File: src/hdl/loop_act_pkg.sv
// Purpose: shared constants for the loop activation state machine
// Assumes: 250 MHz mclk, timers run on a 1 ms local tick
// Notes: register offsets are byte addresses on the plain register port
package loop_act_pkg;
   // ==========================================================
   // clock and timing
   localparam int CLK_PERIOD_NS = 4;
   localparam int TICK_NS = 1000000; // local timebase tick, 1 ms
   localparam int TICK_CYCLES = TICK_NS / CLK_PERIOD_NS;
   localparam int PEND_TIME_MS = 2000; // 2 seconds
   localparam int LOSS_TIME_MS = 1000; // 1 second
   localparam int TICK_MS = 1;
   localparam int PEND_TICKS = PEND_TIME_MS / TICK_MS;
   localparam int LOSS_TICKS = LOSS_TIME_MS / TICK_MS;
   localparam int ACT_TIME_MS = 30000; // activation timer default
   localparam int ACT_TICKS = ACT_TIME_MS / TICK_MS;
   localparam int READY_FRAMES = 6; // consecutive frames to qualify
   // ==========================================================
   // register map
   localparam logic [3:0] CTRL_OFS = 4'h0;
   localparam logic [3:0] STAT_OFS = 4'h4;
   localparam int CTRL_ACTIVATION_REQUEST = 0;
   localparam int CTRL_QUIET = 1;
   localparam int CTRL_CLR_SYNCTO = 2;
   localparam int CTRL_CLR_SIGTO = 3;
   localparam int STAT_SWL = 8;
   localparam int STAT_SIGL = 9;
   localparam int STAT_SYNCTO = 10;
   localparam int STAT_SIGTO = 11;
   localparam int STAT_CHB = 12;
   localparam logic [31:0] CTRL_RESET = 32'h0000_0000;
   // ==========================================================
   // coefficient frame marker symbols
   localparam logic [1:0] SYM_C = 2'h2;
   localparam logic [1:0] SYM_D = 2'h3;
   // ==========================================================
   // states, one-hot
   typedef enum logic [7:0] {
      ST_SELFTEST = 8'h01,
      ST_INACTIVE = 8'h02,
      ST_ACTIVATING = 8'h04,
      ST_ACT_RX = 8'h08,
      ST_ACT_TX = 8'h10,
      ST_ACT_TXRX = 8'h20,
      ST_PEND_DEACT = 8'h40,
      ST_DEACT = 8'h80
   } act_state_t;
endpackage

File: src/hdl/loop_activation_fsm.sv
// Purpose: loop activation state machine for either end of a copper pair
// Assumes: all inputs synchronous to mclk; frameStrobe pulses once per received line frame
// Notes: LINE_END selects line-end or network-end behaviour
// Behaviour
// - silence command deactivates, ignored when inactive or in self test
// - leave power-up only after self tests
// - network end: six frames qualify line-end-ready
// - line end: six frames qualify network-end-ready
// - network inactive: silent, flags set, startup wakes
// - network activating: timer, respond on arrival channel
// - network clears sync-word-lost on sync word
// - network activating: own ready Rx, far Tx
// - network timer expiry before sync deactivates
// - network Active-Rx indicators, exits to Tx/Rx
// - network Active-Tx indicators, exits to Tx/Rx
// - Tx/Rx stops timer; sync loss pends
// - pending: 2 s timer, regain or timeout
// - network deactivated: silent, waits signal lost
// - line inactive: silent, request starts activation
// - line sends startup; timer on far startup
// - line activating: sync clears, ready, expiry
// - line Active-Rx indicators, exits to Tx/Rx
// - line Active-Tx indicators, exits to Tx/Rx
// - line deactivated: 1 s loss timer, flag
// - network adopts pair identity, maps frames
// - regenerator holds startup until timing stable
// - inactive with request held retrains fully
// - marker CD means channel A, DC B
`timescale 1ns/10ps
module loop_activation_fsm #(
   parameter bit LINE_END = 1'b1,
   parameter bit IS_REGEN = 1'b0,
   parameter bit PAIR_IS_B = 1'b0,
   parameter int TICK_CYC = loop_act_pkg::TICK_CYCLES,
   parameter int ACT_TICKS = loop_act_pkg::ACT_TICKS,
   parameter int PEND_TICKS = loop_act_pkg::PEND_TICKS,
   parameter int LOSS_TICKS = loop_act_pkg::LOSS_TICKS
) (
   input wire logic mclk,
   input wire logic srst,
   input wire logic [3:0] regAddr,
   input wire logic [31:0] regWrData,
   input wire logic regWr,
   input wire logic regRd,
   output logic [31:0] regRdData,
   input wire logic selfTestDone,
   input wire logic startupDetected,
   input wire logic startupOnB,
   input wire logic frameSyncOk,
   input wire logic frameStrobe,
   input wire logic farReadyBit,
   input wire logic localReady,
   input wire logic signalPresent,
   input wire logic timingStable,
   input wire logic markerValid,
   input wire logic [1:0] markerFirst,
   input wire logic [1:0] markerSecond,
   output logic [7:0] stateOut,
   output logic txSilent,
   output logic txStartup,
   output logic txFramed,
   output logic txOnB,
   output logic ownReadyInd,
   output logic farReadyInd,
   output logic syncWordLost,
   output logic signalLost,
   output logic syncLossTimeoutFlag,
   output logic signalLossTimeoutFlag,
   output logic pairIsB,
   output logic actTimerRunning
);
   // ==========================================================
   // register port
   logic [31:0] ctrl_r;
   logic [31:0] rdData_r;
   logic quietPulse;
   logic activationRequest;
   logic clrSyncTo;
   logic clrSigTo;
   wire ctrlHit = regAddr == loop_act_pkg::CTRL_OFS;
   wire statHit = regAddr == loop_act_pkg::STAT_OFS;
   wire ctrlWr = regWr && ctrlHit;
   // write side effects are one-cycle pulses
   assign quietPulse = ctrlWr && regWrData[loop_act_pkg::CTRL_QUIET];
   assign clrSyncTo = ctrlWr && regWrData[loop_act_pkg::CTRL_CLR_SYNCTO];
   assign clrSigTo = ctrlWr && regWrData[loop_act_pkg::CTRL_CLR_SIGTO];
   assign activationRequest = ctrl_r[loop_act_pkg::CTRL_ACTIVATION_REQUEST];

   logic [31:0] statWord;
   logic [31:0] rdSel;
   assign statWord = {19'h0, pairIsB, signalLossTimeoutFlag, syncLossTimeoutFlag,
                      signalLost, syncWordLost, stateOut};
   assign rdSel = ctrlHit ? ctrl_r : (statHit ? statWord : 32'h0000_0000);

   // control latch and read data one cycle later
   always_ff @(posedge mclk) begin
      if (srst) begin
         ctrl_r <= loop_act_pkg::CTRL_RESET;
         rdData_r <= 32'h0000_0000;
      end else begin
         if (ctrlWr) begin
            ctrl_r <= {31'h0, regWrData[loop_act_pkg::CTRL_ACTIVATION_REQUEST]};
         end
         rdData_r <= regRd ? rdSel : 32'h0000_0000;
      end
   end
   assign regRdData = rdData_r;

   // ==========================================================
   // local timebase
   logic [17:0] tickCnt_r;
   logic tick;
   assign tick = tickCnt_r == 18'(TICK_CYC - 1);
   always_ff @(posedge mclk) begin
      if (srst || tick) begin
         tickCnt_r <= 18'h0;
      end else begin
         tickCnt_r <= tickCnt_r + 18'h1;
      end
   end

   // ==========================================================
   // far ready qualification over consecutive frames
   loop_act_pkg::act_state_t state_r, state_nxt;
   logic [2:0] readyCnt_r;
   logic farReadyQ;
   logic readyClr;
   assign farReadyQ = readyCnt_r == 3'(loop_act_pkg::READY_FRAMES);
   // no line frames while idle, so a qualification left from an earlier session is dropped
   assign readyClr = state_r == loop_act_pkg::ST_INACTIVE || state_r == loop_act_pkg::ST_DEACT;
   always_ff @(posedge mclk) begin
      if (srst || readyClr) begin
         readyCnt_r <= 3'h0;
      end else if (frameStrobe) begin
         if (!farReadyBit) begin
            readyCnt_r <= 3'h0;
         end else if (!farReadyQ) begin
            readyCnt_r <= readyCnt_r + 3'h1;
         end
      end
   end

   // ==========================================================
   // state and timers
   logic syncWordLost_r, signalLost_r, syncTo_r, sigTo_r;
   logic actRun_r, actRun_nxt;
   logic [15:0] actCnt_r;
   logic [10:0] holdCnt_r;
   logic actExpire;
   logic pendExpire;
   logic lossExpire;
   logic holdRun;
   logic stateChange;
   assign stateChange = state_nxt != state_r;
   assign actExpire = actRun_r && tick && actCnt_r == 16'(ACT_TICKS - 1);
   // hold timer runs in pending, and in line-end deactivated without power
   assign holdRun = state_r == loop_act_pkg::ST_PEND_DEACT ||
                    (LINE_END && state_r == loop_act_pkg::ST_DEACT && !signalPresent);
   assign pendExpire = state_r == loop_act_pkg::ST_PEND_DEACT && tick &&
                       holdCnt_r == 11'(PEND_TICKS - 1);
   assign lossExpire = LINE_END && state_r == loop_act_pkg::ST_DEACT && !signalPresent &&
                       tick && holdCnt_r == 11'(LOSS_TICKS - 1);

   // next state
   always_comb begin
      state_nxt = state_r;
      unique case (state_r)
         loop_act_pkg::ST_SELFTEST: begin
            if (selfTestDone) begin
               state_nxt = loop_act_pkg::ST_INACTIVE;
            end
         end
         loop_act_pkg::ST_INACTIVE: begin
            if (LINE_END ? activationRequest : startupDetected) begin
               state_nxt = loop_act_pkg::ST_ACTIVATING;
            end
         end
         loop_act_pkg::ST_ACTIVATING: begin
            if (actExpire && (LINE_END || syncWordLost_r)) begin
               state_nxt = loop_act_pkg::ST_DEACT;
            end else if (localReady) begin
               state_nxt = loop_act_pkg::ST_ACT_RX;
            end else if (farReadyQ) begin
               state_nxt = loop_act_pkg::ST_ACT_TX;
            end
         end
         loop_act_pkg::ST_ACT_RX: begin
            if (farReadyQ || actExpire) begin
               state_nxt = loop_act_pkg::ST_ACT_TXRX;
            end
         end
         loop_act_pkg::ST_ACT_TX: begin
            if (localReady || actExpire) begin
               state_nxt = loop_act_pkg::ST_ACT_TXRX;
            end
         end
         loop_act_pkg::ST_ACT_TXRX: begin
            if (!frameSyncOk) begin
               state_nxt = loop_act_pkg::ST_PEND_DEACT;
            end
         end
         loop_act_pkg::ST_PEND_DEACT: begin
            if (frameSyncOk) begin
               state_nxt = loop_act_pkg::ST_ACT_TXRX;
            end else if (pendExpire) begin
               state_nxt = loop_act_pkg::ST_DEACT;
            end
         end
         loop_act_pkg::ST_DEACT: begin
            if (LINE_END ? lossExpire : !signalPresent) begin
               state_nxt = loop_act_pkg::ST_INACTIVE;
            end
         end
         default: begin
            state_nxt = loop_act_pkg::ST_SELFTEST;
         end
      endcase
      // silence command overrides all but inactive and self test
      if (quietPulse && state_r != loop_act_pkg::ST_INACTIVE &&
          state_r != loop_act_pkg::ST_SELFTEST) begin
         state_nxt = loop_act_pkg::ST_DEACT;
      end
   end

   // activation timer run control
   always_comb begin
      actRun_nxt = actRun_r;
      if (state_nxt == loop_act_pkg::ST_ACTIVATING && state_r == loop_act_pkg::ST_INACTIVE) begin
         actRun_nxt = !LINE_END;
      end else if (LINE_END && state_r == loop_act_pkg::ST_ACTIVATING && startupDetected) begin
         actRun_nxt = 1'b1;
      end
      if (state_nxt != loop_act_pkg::ST_ACTIVATING && state_nxt != loop_act_pkg::ST_ACT_RX &&
          state_nxt != loop_act_pkg::ST_ACT_TX) begin
         actRun_nxt = 1'b0;
      end
   end

   // state and timer registers
   always_ff @(posedge mclk) begin
      if (srst) begin
         state_r <= loop_act_pkg::ST_SELFTEST;
         actRun_r <= 1'b0;
         actCnt_r <= 16'h0;
         holdCnt_r <= 11'h0;
      end else begin
         state_r <= state_nxt;
         actRun_r <= actRun_nxt;
         actCnt_r <= !actRun_r ? 16'h0 : (tick ? actCnt_r + 16'h1 : actCnt_r);
         holdCnt_r <= (!holdRun || stateChange) ? 11'h0 : (tick ? holdCnt_r + 11'h1 : holdCnt_r);
      end
   end

   // ==========================================================
   // flags
   logic swl_nxt, sigl_nxt;
   always_comb begin
      swl_nxt = syncWordLost_r;
      sigl_nxt = signalLost_r;
      unique case (state_nxt)
         loop_act_pkg::ST_SELFTEST, loop_act_pkg::ST_INACTIVE: begin
            swl_nxt = 1'b1;
            sigl_nxt = !LINE_END || !signalPresent;
         end
         loop_act_pkg::ST_ACTIVATING: begin
            sigl_nxt = 1'b0;
            if (frameSyncOk) begin
               swl_nxt = 1'b0;
            end
         end
         loop_act_pkg::ST_ACT_RX, loop_act_pkg::ST_ACT_TX, loop_act_pkg::ST_ACT_TXRX,
         loop_act_pkg::ST_PEND_DEACT: begin
            swl_nxt = !frameSyncOk;
         end
         loop_act_pkg::ST_DEACT: begin
            swl_nxt = LINE_END;
            sigl_nxt = !signalPresent;
         end
         default: begin
            swl_nxt = 1'b1;
         end
      endcase
   end

   // sticky timeouts, a set in the clearing cycle wins
   always_ff @(posedge mclk) begin
      if (srst) begin
         syncWordLost_r <= 1'b1;
         signalLost_r <= 1'b1;
         syncTo_r <= 1'b0;
         sigTo_r <= 1'b0;
      end else begin
         syncWordLost_r <= swl_nxt;
         signalLost_r <= sigl_nxt;
         syncTo_r <= (syncTo_r && !clrSyncTo) || pendExpire;
         sigTo_r <= (sigTo_r && !clrSigTo) || lossExpire;
      end
   end

   // ==========================================================
   // pair identity and response channel
   logic pairB_r, txB_r;
   wire markerA = markerFirst == loop_act_pkg::SYM_C && markerSecond == loop_act_pkg::SYM_D;
   wire markerB = markerFirst == loop_act_pkg::SYM_D && markerSecond == loop_act_pkg::SYM_C;
   always_ff @(posedge mclk) begin
      if (srst) begin
         pairB_r <= PAIR_IS_B;
         txB_r <= 1'b0;
      end else begin
         if (!LINE_END && markerValid && (markerA || markerB)) begin
            pairB_r <= markerB;
         end
         if (!LINE_END && state_r == loop_act_pkg::ST_INACTIVE && startupDetected) begin
            txB_r <= startupOnB;
         end
      end
   end

   // ==========================================================
   // transmit mode and indicators
   logic silent_r, startup_r, framed_r, ownInd_r, farInd_r;
   logic inActive;
   wire regenHold = IS_REGEN && !timingStable;
   assign inActive = state_nxt == loop_act_pkg::ST_ACT_TXRX ||
                     state_nxt == loop_act_pkg::ST_PEND_DEACT;
   always_ff @(posedge mclk) begin
      if (srst) begin
         silent_r <= 1'b1;
         startup_r <= 1'b0;
         framed_r <= 1'b0;
         ownInd_r <= 1'b0;
         farInd_r <= 1'b0;
      end else begin
         startup_r <= state_nxt == loop_act_pkg::ST_ACTIVATING && !frameSyncOk && !regenHold;
         framed_r <= inActive || state_nxt == loop_act_pkg::ST_ACT_RX ||
                     state_nxt == loop_act_pkg::ST_ACT_TX ||
                     (state_nxt == loop_act_pkg::ST_ACTIVATING && frameSyncOk);
         silent_r <= !(state_nxt == loop_act_pkg::ST_ACTIVATING && !regenHold) &&
                     !inActive && state_nxt != loop_act_pkg::ST_ACT_RX &&
                     state_nxt != loop_act_pkg::ST_ACT_TX;
         ownInd_r <= state_nxt == loop_act_pkg::ST_ACT_RX || inActive;
         farInd_r <= state_nxt == loop_act_pkg::ST_ACT_TX || inActive;
      end
   end

   assign stateOut = state_r;
   assign txSilent = silent_r;
   assign txStartup = startup_r;
   assign txFramed = framed_r;
   assign txOnB = txB_r;
   assign ownReadyInd = ownInd_r;
   assign farReadyInd = farInd_r;
   assign syncWordLost = syncWordLost_r;
   assign signalLost = signalLost_r;
   assign syncLossTimeoutFlag = syncTo_r;
   assign signalLossTimeoutFlag = sigTo_r;
   assign pairIsB = pairB_r;
   assign actTimerRunning = actRun_r;

   // ==========================================================
   // checks
   quiet_ignored_a: assert property (@(posedge mclk) disable iff (srst)
      state_r == loop_act_pkg::ST_INACTIVE && quietPulse && !(LINE_END && activationRequest) &&
      !(!LINE_END && startupDetected) |=> state_r == loop_act_pkg::ST_INACTIVE)
      else $error("silence command moved inactive state");
   quiet_deact_a: assert property (@(posedge mclk) disable iff (srst)
      quietPulse && state_r != loop_act_pkg::ST_INACTIVE && state_r != loop_act_pkg::ST_SELFTEST
      |=> state_r == loop_act_pkg::ST_DEACT)
      else $error("silence command did not deactivate");
   selftest_hold_a: assert property (@(posedge mclk) disable iff (srst)
      state_r == loop_act_pkg::ST_SELFTEST && !selfTestDone |=> state_r == loop_act_pkg::ST_SELFTEST)
      else $error("left power-up before self tests");
   ready_qual_a: assert property (@(posedge mclk) disable iff (srst)
      $rose(farReadyQ) |-> $past(frameStrobe) && $past(farReadyBit) && $past(readyCnt_r) == 3'h5)
      else $error("far ready qualified early");
   pend_timeout_a: assert property (@(posedge mclk) disable iff (srst)
      pendExpire && !quietPulse && !frameSyncOk |=> state_r == loop_act_pkg::ST_DEACT && syncTo_r)
      else $error("pending timeout not taken");
   txrx_timer_a: assert property (@(posedge mclk) disable iff (srst)
      state_r == loop_act_pkg::ST_ACT_TXRX |-> !actRun_r)
      else $error("activation timer runs in active state");
   inactive_flags_a: assert property (@(posedge mclk) disable iff (srst)
      state_r == loop_act_pkg::ST_INACTIVE && $past(state_r) == loop_act_pkg::ST_INACTIVE
      |-> syncWordLost_r && silent_r)
      else $error("inactive flags or transmitter wrong");
   line_start_a: assert property (@(posedge mclk) disable iff (srst)
      LINE_END && state_r == loop_act_pkg::ST_INACTIVE && activationRequest && !quietPulse
      |=> state_r == loop_act_pkg::ST_ACTIVATING ##0 !actRun_r)
      else $error("request did not start activation");
   deact_silent_a: assert property (@(posedge mclk) disable iff (srst)
      state_r == loop_act_pkg::ST_DEACT ##1 state_r == loop_act_pkg::ST_DEACT
      |-> silent_r && syncWordLost_r == LINE_END)
      else $error("deactivated state transmits or wrong sync flag");
endmodule // loop_activation_fsm

File: config.mk
export PLATFORM = sky130hd
export DESIGN_NAME = loop_activation_fsm
export DESIGN_NICKNAME = d
export VERILOG_FILES = /design/src/hdl/loop_act_pkg.sv /design/src/hdl/loop_activation_fsm.sv
export SDC_FILE = /design/constraint.sdc
export NUM_CORES = 1
export LEC_CHECK = 0
export ABC_AREA = 1
export BUFFER_PORTS_ARGS = -buffer_cell sky130_fd_sc_hd__buf_2
export CAP_MARGIN = 20
export CORE_MARGIN = 1
export CORE_UTILIZATION = 37
export CTS_CLUSTER_SIZE = 28
export DETAILED_ROUTE_END_ITERATION = 6
export GPL_TIMING_DRIVEN = 1
export SLEW_MARGIN = 0
export SYNTH_ARGS = -nofsm -noshare
export SYNTH_HDL_FRONTEND = slang
export SYNTH_SLANG_ARGS = --single-unit
File: constraint.sdc
create_clock -name mclk -period 2.3 [get_ports mclk]
set_input_delay 0.23 -clock mclk [delete_from_list [all_inputs] [get_ports mclk]]
set_output_delay 0.23 -clock mclk [all_outputs]
set_load 0.005 [all_outputs]
After elaboration in Yosys (flattened, before gate mapping)
Cells that the tools add are included.
- add/subtract/negate cells: 4
- eq/ne operators: 30
- muxes and demuxes: 20
- bitwise logic cells: 3
- reduce and logical (&&, ||, !) cells: 56
- operators by type and width (kind ; number):
    2-to-1 mux 8 bit ; 12
    case mux 8 bit (8 select lines) ; 1
    logical AND 1 bit ; 24
    adder 18 x 1 -> 18 bit (second input constant) ; 1
    == test 18 bit (second input constant) ; 1
    adder 16 x 1 -> 16 bit (second input constant) ; 1
    == test 16 x 15 -> 1 bit (second input constant) ; 1
    == test 8 x 1 -> 1 bit (second input constant) ; 2
    == test 8 x 2 -> 1 bit (second input constant) ; 2
    == test 8 x 3 -> 1 bit (second input constant) ; 2
    == test 8 x 4 -> 1 bit (second input constant) ; 2
    == test 8 x 5 -> 1 bit (second input constant) ; 2
    == test 8 x 6 -> 1 bit (second input constant) ; 2
    == test 8 x 7 -> 1 bit (second input constant) ; 2
    == test 8 bit (second input constant) ; 2
    logical OR 1 bit ; 14
    adder 11 x 1 -> 11 bit (second input constant) ; 1
    == test 11 x 10 -> 1 bit (second input constant) ; 1
    == test 11 bit (second input constant) ; 1
    OR reduction 3 bit ; 3
    != test 8 x 1 -> 1 bit (second input constant) ; 1
    != test 8 x 2 -> 1 bit (second input constant) ; 1
    != test 8 x 3 -> 1 bit (second input constant) ; 1
    != test 8 x 4 -> 1 bit (second input constant) ; 1
    other kinds (16) ; 32
- bits in registers: 99
- input port bits: 54
- word-level logic and storage cells: 132

Longest topological paths before layout
- depth in word-level cells: 13
- gate-level depth with buffers: 17

Least setup slack after synthesis
OpenSTA, ideal clock, no wires.
- path type: reg2reg
- start point: register tickCnt_r[0]
- end point: register actCnt_r[15]
- library setup time: 119 ps
- arrival: 1847 ps
- setup slack: 334 ps
- stages on the path, launching flop included: 15
- path buffers: 0
- clock period less this slack: 1966 ps
- cell sequence: dfxtp_1 -> ha_1 -> nand2_1 -> nor2_1 -> nand2_1 -> nor2_4 -> inv_2 -> nor2_2 -> nand2_1 -> nor2_1 -> nand3_1 -> nor2_2 -> nand2_1 -> o21ai_0 -> a21oi_1
- word-level cells in the longest chain between the ends: 1
- ends and longest elaborated chain (element ; RTL line ; source):
    from (decl) ; loop_activation_fsm.sv:111 ; logic [17:0] tickCnt_r;
    from (signal assigned) ; loop_activation_fsm.sv:118 ; tickCnt_r <= tickCnt_r + 18'h1;
    == test 18 bit ; loop_activation_fsm.sv:113 ; assign tick = tickCnt_r == 18'(TICK_CYC - 1);
    to (signal assigned) ; loop_activation_fsm.sv:249 ; actCnt_r <= !actRun_r ? 16'h0 : (tick ? actCnt_r + 16'h1 : actCnt_r);
    to (decl) ; loop_activation_fsm.sv:147 ; logic [15:0] actCnt_r;
No other way between the ends.
A chain may end at the register's enable or synchronous reset.

Worst setup path in the final report
- start point: register state_r[5] (netlist: stateOut[5])
- end point: register holdCnt_r[2]
- word-level cells in the longest chain between the ends: 10
- elaborated cells between the ends (all ways): 35
- classes of those cells: eq/ne (11); mux (13); reduce/logical (11)
- ends and longest elaborated chain (element ; RTL line ; source):
    from (decl) ; loop_activation_fsm.sv:124 ; loop_act_pkg::act_state_t state_r, state_nxt;
    from (signal assigned) ; loop_activation_fsm.sv:242 ; state_r <= loop_act_pkg::ST_SELFTEST;
    from (signal assigned) ; loop_activation_fsm.sv:247 ; state_r <= state_nxt;
    == test 8 x 7 -> 1 bit / == test 8 bit (equally long branches) ; - ;
    logical AND 1 bit (on tied branches) ; loop_activation_fsm.sv:159, loop_activation_fsm.sv:158, loop_activation_fsm.sv:161 ;
    logical AND 1 bit (on tied branches) ; loop_activation_fsm.sv:159, loop_activation_fsm.sv:161 ;
    2-to-1 mux 8 bit / logical AND 1 bit (equally long branches) ; loop_activation_fsm.sv:205, loop_activation_fsm.sv:162 ;
    2-to-1 mux 8 bit (on tied branches) ; loop_activation_fsm.sv:203, loop_activation_fsm.sv:210 ;
    case mux 8 bit (8 select lines) ; loop_activation_fsm.sv:167 ; unique case (state_r)
    2-to-1 mux 8 bit ; loop_activation_fsm.sv:219 ; if (quietPulse && state_r != loop_act_pkg::ST_INACTIVE &&
    != test 8 bit ; loop_activation_fsm.sv:154 ; assign stateChange = state_nxt != state_r;
    logical OR 1 bit (*) ; loop_activation_fsm.sv:250 ; holdCnt_r <= (!holdRun || stateChange) ? 11'h0 : (tick ? holdCnt_r + 11'h1 : holdCnt_r);
    OR reduction 2 bit (no source line) (*) ; - ;
    to (signal assigned) ; loop_activation_fsm.sv:250 ;
    to (decl) ; loop_activation_fsm.sv:148 ; logic [10:0] holdCnt_r;
Every way passes the cells marked *; elsewhere a longest branch is shown, timed or not.

==> flow_summary.yaml <==
sta:
  max-slew-margin-rel: 0.655
  slew_viol_final: 0
  rsz0062_at_grt: "no"
  tightestPinTransition_ns: 0.515
  fin_crit_ns: 2.10
  hold_viol: 0
  final.setup.worst_slack_ns: 0.197
  finalSetupViolCount: 0
  fin_setup_tns_ns: 0
  fmax_mhz: 475
  fin_crit_sh: 0.915
  fin_skew_ns: 0.0114
  finalHoldWorstSlack_ns: 0.0547
drt:
  ant_nets: 0
  top_layer: "met4"
  wl_met2_um: 4430
  drt_wl_total_um: 9610
  drt-initial-drc-count: 115
  vias: 3850
  drc: 0
  wl_met1_um: 4440
  post_drt_wl_per_cell_um: 11.8
  vias_per_cell: 4.71
  wl_met3_um: 428
  drt_first_pass_iters: 4
clock_network:
  clock-sinks: 79
  cts_max_level: 3
  cts_tree: "yes"
  root_buffer: "clkbuf_8"
  cts_buffer_depth: 2
  clk_pin_slew_ns: 0.08
  numCtsBuffers: 9
  cts_hold_buf: 0
  worstSkewPairLatency_ns: 0.37
power_and_ir_drop:
  power_density_nw_per_um2: 508
  leakagePower_nw: 2.06
  ir_drop_mv: 0.468
logic_synthesis:
  synth-adder-area-share: 0.0151
  synthSimpleGateAreaFrac: 0.350
  synth-xor-area-share: 0.0297
  ys_seq_area_frac: 0.382
  synth_area_per_cell_um2: 7.02
  postSynthCellCount: 589
  synth_seq_cells: 79
  yosys_warnings: 0
  netlist_top_cells_count: "nand2_1 (99), inv_1 (83), dfxtp_1 (79), nor2_1 (73), nand3_1 (51)"
  synth_edf_count: 0
  synthMostInstantiatedCell: "nand2_1"
  ys.flop_type: "dfxtp_1"
  syn_area_um2: 4140
  synth_compound_area_frac: 0.0865
  synth_async_sr_flop_share: 0
  synth_top_family_by_area: "simple AND/OR/NAND/NOR gates"
  netlist.area_leader.share: 0.382
  synth_top_area_cell: "dfxtp_1"
  muxShareOfSynthArea: 0.00242
  synth.distinct_cells: 41
  synthTopCellsByArea: "dfxtp_1 (38%), nand2_1 (9.0%), inv_1 (7.5%)"
layout:
  n_antenna_cell: 0
  final_util: 0.455
  final_cells: 817
  drive_gt1_frac: 0.232
  synthToLayoutAreaGrowth_pct: 19.4
  multi_input_area_um2: 2140
  fillCellCount: 1125
  layout.nets: 732
  seqCellArea_um2: 1580
floorplan:
  initial_core_util: 0.381
  die_h_um: 108
  die-area_um2: 11600
  fp.dieW_um: 108
  placeableCoreArea_um2: 10800
  row_count: 38
  io_pins: 106
setup_path:
  crit_type: "reg -> reg"
  critPathLaunchType: "flip-flop"
  crit_path_end: "holdCnt_r[2]"
  cp-end-kind: "flip-flop"
  crit_arrival_ns: 2.42
  r2r_setup_slack_ns: 0.20
  rr_startpoint: "stateOut[5]"
  reg2reg_to: "holdCnt_r[2]"
  worst_ep_required_time_ns: 2.62
  path_max_fanout: 11
  reg2reg_depth: 13
  crit_path_start: "stateOut[5]"
min_path:
  hold_path.class: "in -> reg"
status:
  status: "completed"
placement:
  place_congestion: 0.920
  hpwl_um: 7560
  post-place-ws_ns: 0.0221
  dp_cells: 799
  numPortBuffers: 48
global_routing:
  grt-ovfl-total: 0
  grt_pass1_vias: 3603
  antenna_found_initial: 0
  grt_pass1_wl_um: 16300
  grt_max_degree: 13
  grt_util_all_layers: 0.181
job:
  maxCapViolations: 0
## layout make-up
class                      instances  area share
inverter                          91      0.0692
multi-input combinational        410       0.434
sequential                        79       0.321
timing repair buffer              82       0.105
tap                              140      0.0355
clock inverter                     3     0.00380
clock buffer                      12      0.0314
## what timing repair did
item | in CTS | in global routing
buffers inserted | 0 | 3
gates resized for setup | 0 | 18
endpoints found under the setup margin | 0 | 24
## report_power, final
group	internal (mW)	switching [mW]	total [mW]
sequential	1.38	0.0154	1.40
clock	0.443	0.500	0.943
combinational	0.0618	0.102	0.164
total	1.89	0.617	2.51
## kinds of logic after synthesis
| logic type | after synthesis |
|---|---|
| flip-flops | 79 |
| AND/OR/NAND/NOR | 302 |
| buffers and inverters | 121 |
| other | 1 |
| AO/OA/AOI/OAI | 66 |
| adder cells (fa/ha/maj) | 5 |
| XOR/XNOR | 14 |
| multiplexers | 1 |
## routing by layer
metal	track usage	vias up
met1	0.216	1726
met4	0.104	0
met3	0.0375	22
li1	-	2005
met2	0.299	97
met5	0	-
## metrics by stage
step,instance area [um2],power (mW)
4_1_cts,4850,2.54
6_report,4940,2.51
2_1_floorplan,4210,1.55
3_5_place_dp,4680,1.59
3_3_place_gp,4680,1.59
5_1_grt,4940,2.62
## sequential cells by signal, indices dropped and copies added (netlist names)
name and cells:
holdCnt_r 11, actTimerRunning 1, stateOut 8, signalLost 1
syncWordLost 1, txStartup 1, txSilent 1, txFramed 1
regRdData 12, actCnt_r 16, ctrl_r 1, signalLossTimeoutFlag 1
tickCnt_r 18, syncLossTimeoutFlag 1, ownReadyInd 1, farReadyInd 1
readyCnt_r 3
## critical path: stages, from the launching register on
cell and delay, ns:
dfxtp_1 0.36, nor2_2 0.18, nand2_2 0.10, inv_2 0.10, nand4_4 0.13, or2_0 0.25
o21ai_2 0.21, nand3_2 0.13, o21ai_2 0.08, inv_2 0.06, nor2_4 0.10, nand4_2 0.12
buf_12 0.18, nor2_2 0.07
## how the worst min path moves through the flow
stage / from / to / slack, ns / depth (start not counted)
2_1_floorplan: frameSyncOk / txStartup / 0.31 / 1
3_3_place_gp: signalLost / regRdData[9] / 0.43 / 2
3_5_place_dp: signalLossTimeoutFlag / regRdData[11] / 0.43 / 2
4_1_cts: frameStrobe / readyCnt_r[2] / 0.04 / 2
5_1_grt: frameStrobe / readyCnt_r[2] / 0.05 / 2
6_report: frameStrobe / readyCnt_r[2] / 0.05 / 2
## layout by cell type, fill, tap and decap left out, types with 2 or more instances in the layout
cell      count
nand2_1      96
inv_1        83
dfxtp_1      78
nor2_1       68
nand3_1      49
buf_2        48
a21oi_1      32
buf_4        32
o21ai_0      22
conb_1       22
nor2_2       19
nand4_1      17
nor3_1       15
clkbuf_8     11
xor2_1       10
inv_2         8
nor2_4        8
nand2_2       7
nand3_2       7
xnor2_1       4
a211oi_1      3
nor3_2        3
ha_1          3
or2_0         2
nand3b_1      2
o21ai_2       2
or2_2         2
o21ai_1       2
nor3b_1       2
ha_2          2
clkinv_2      2
buf_12        2
(Power assumes the default switching activity.)
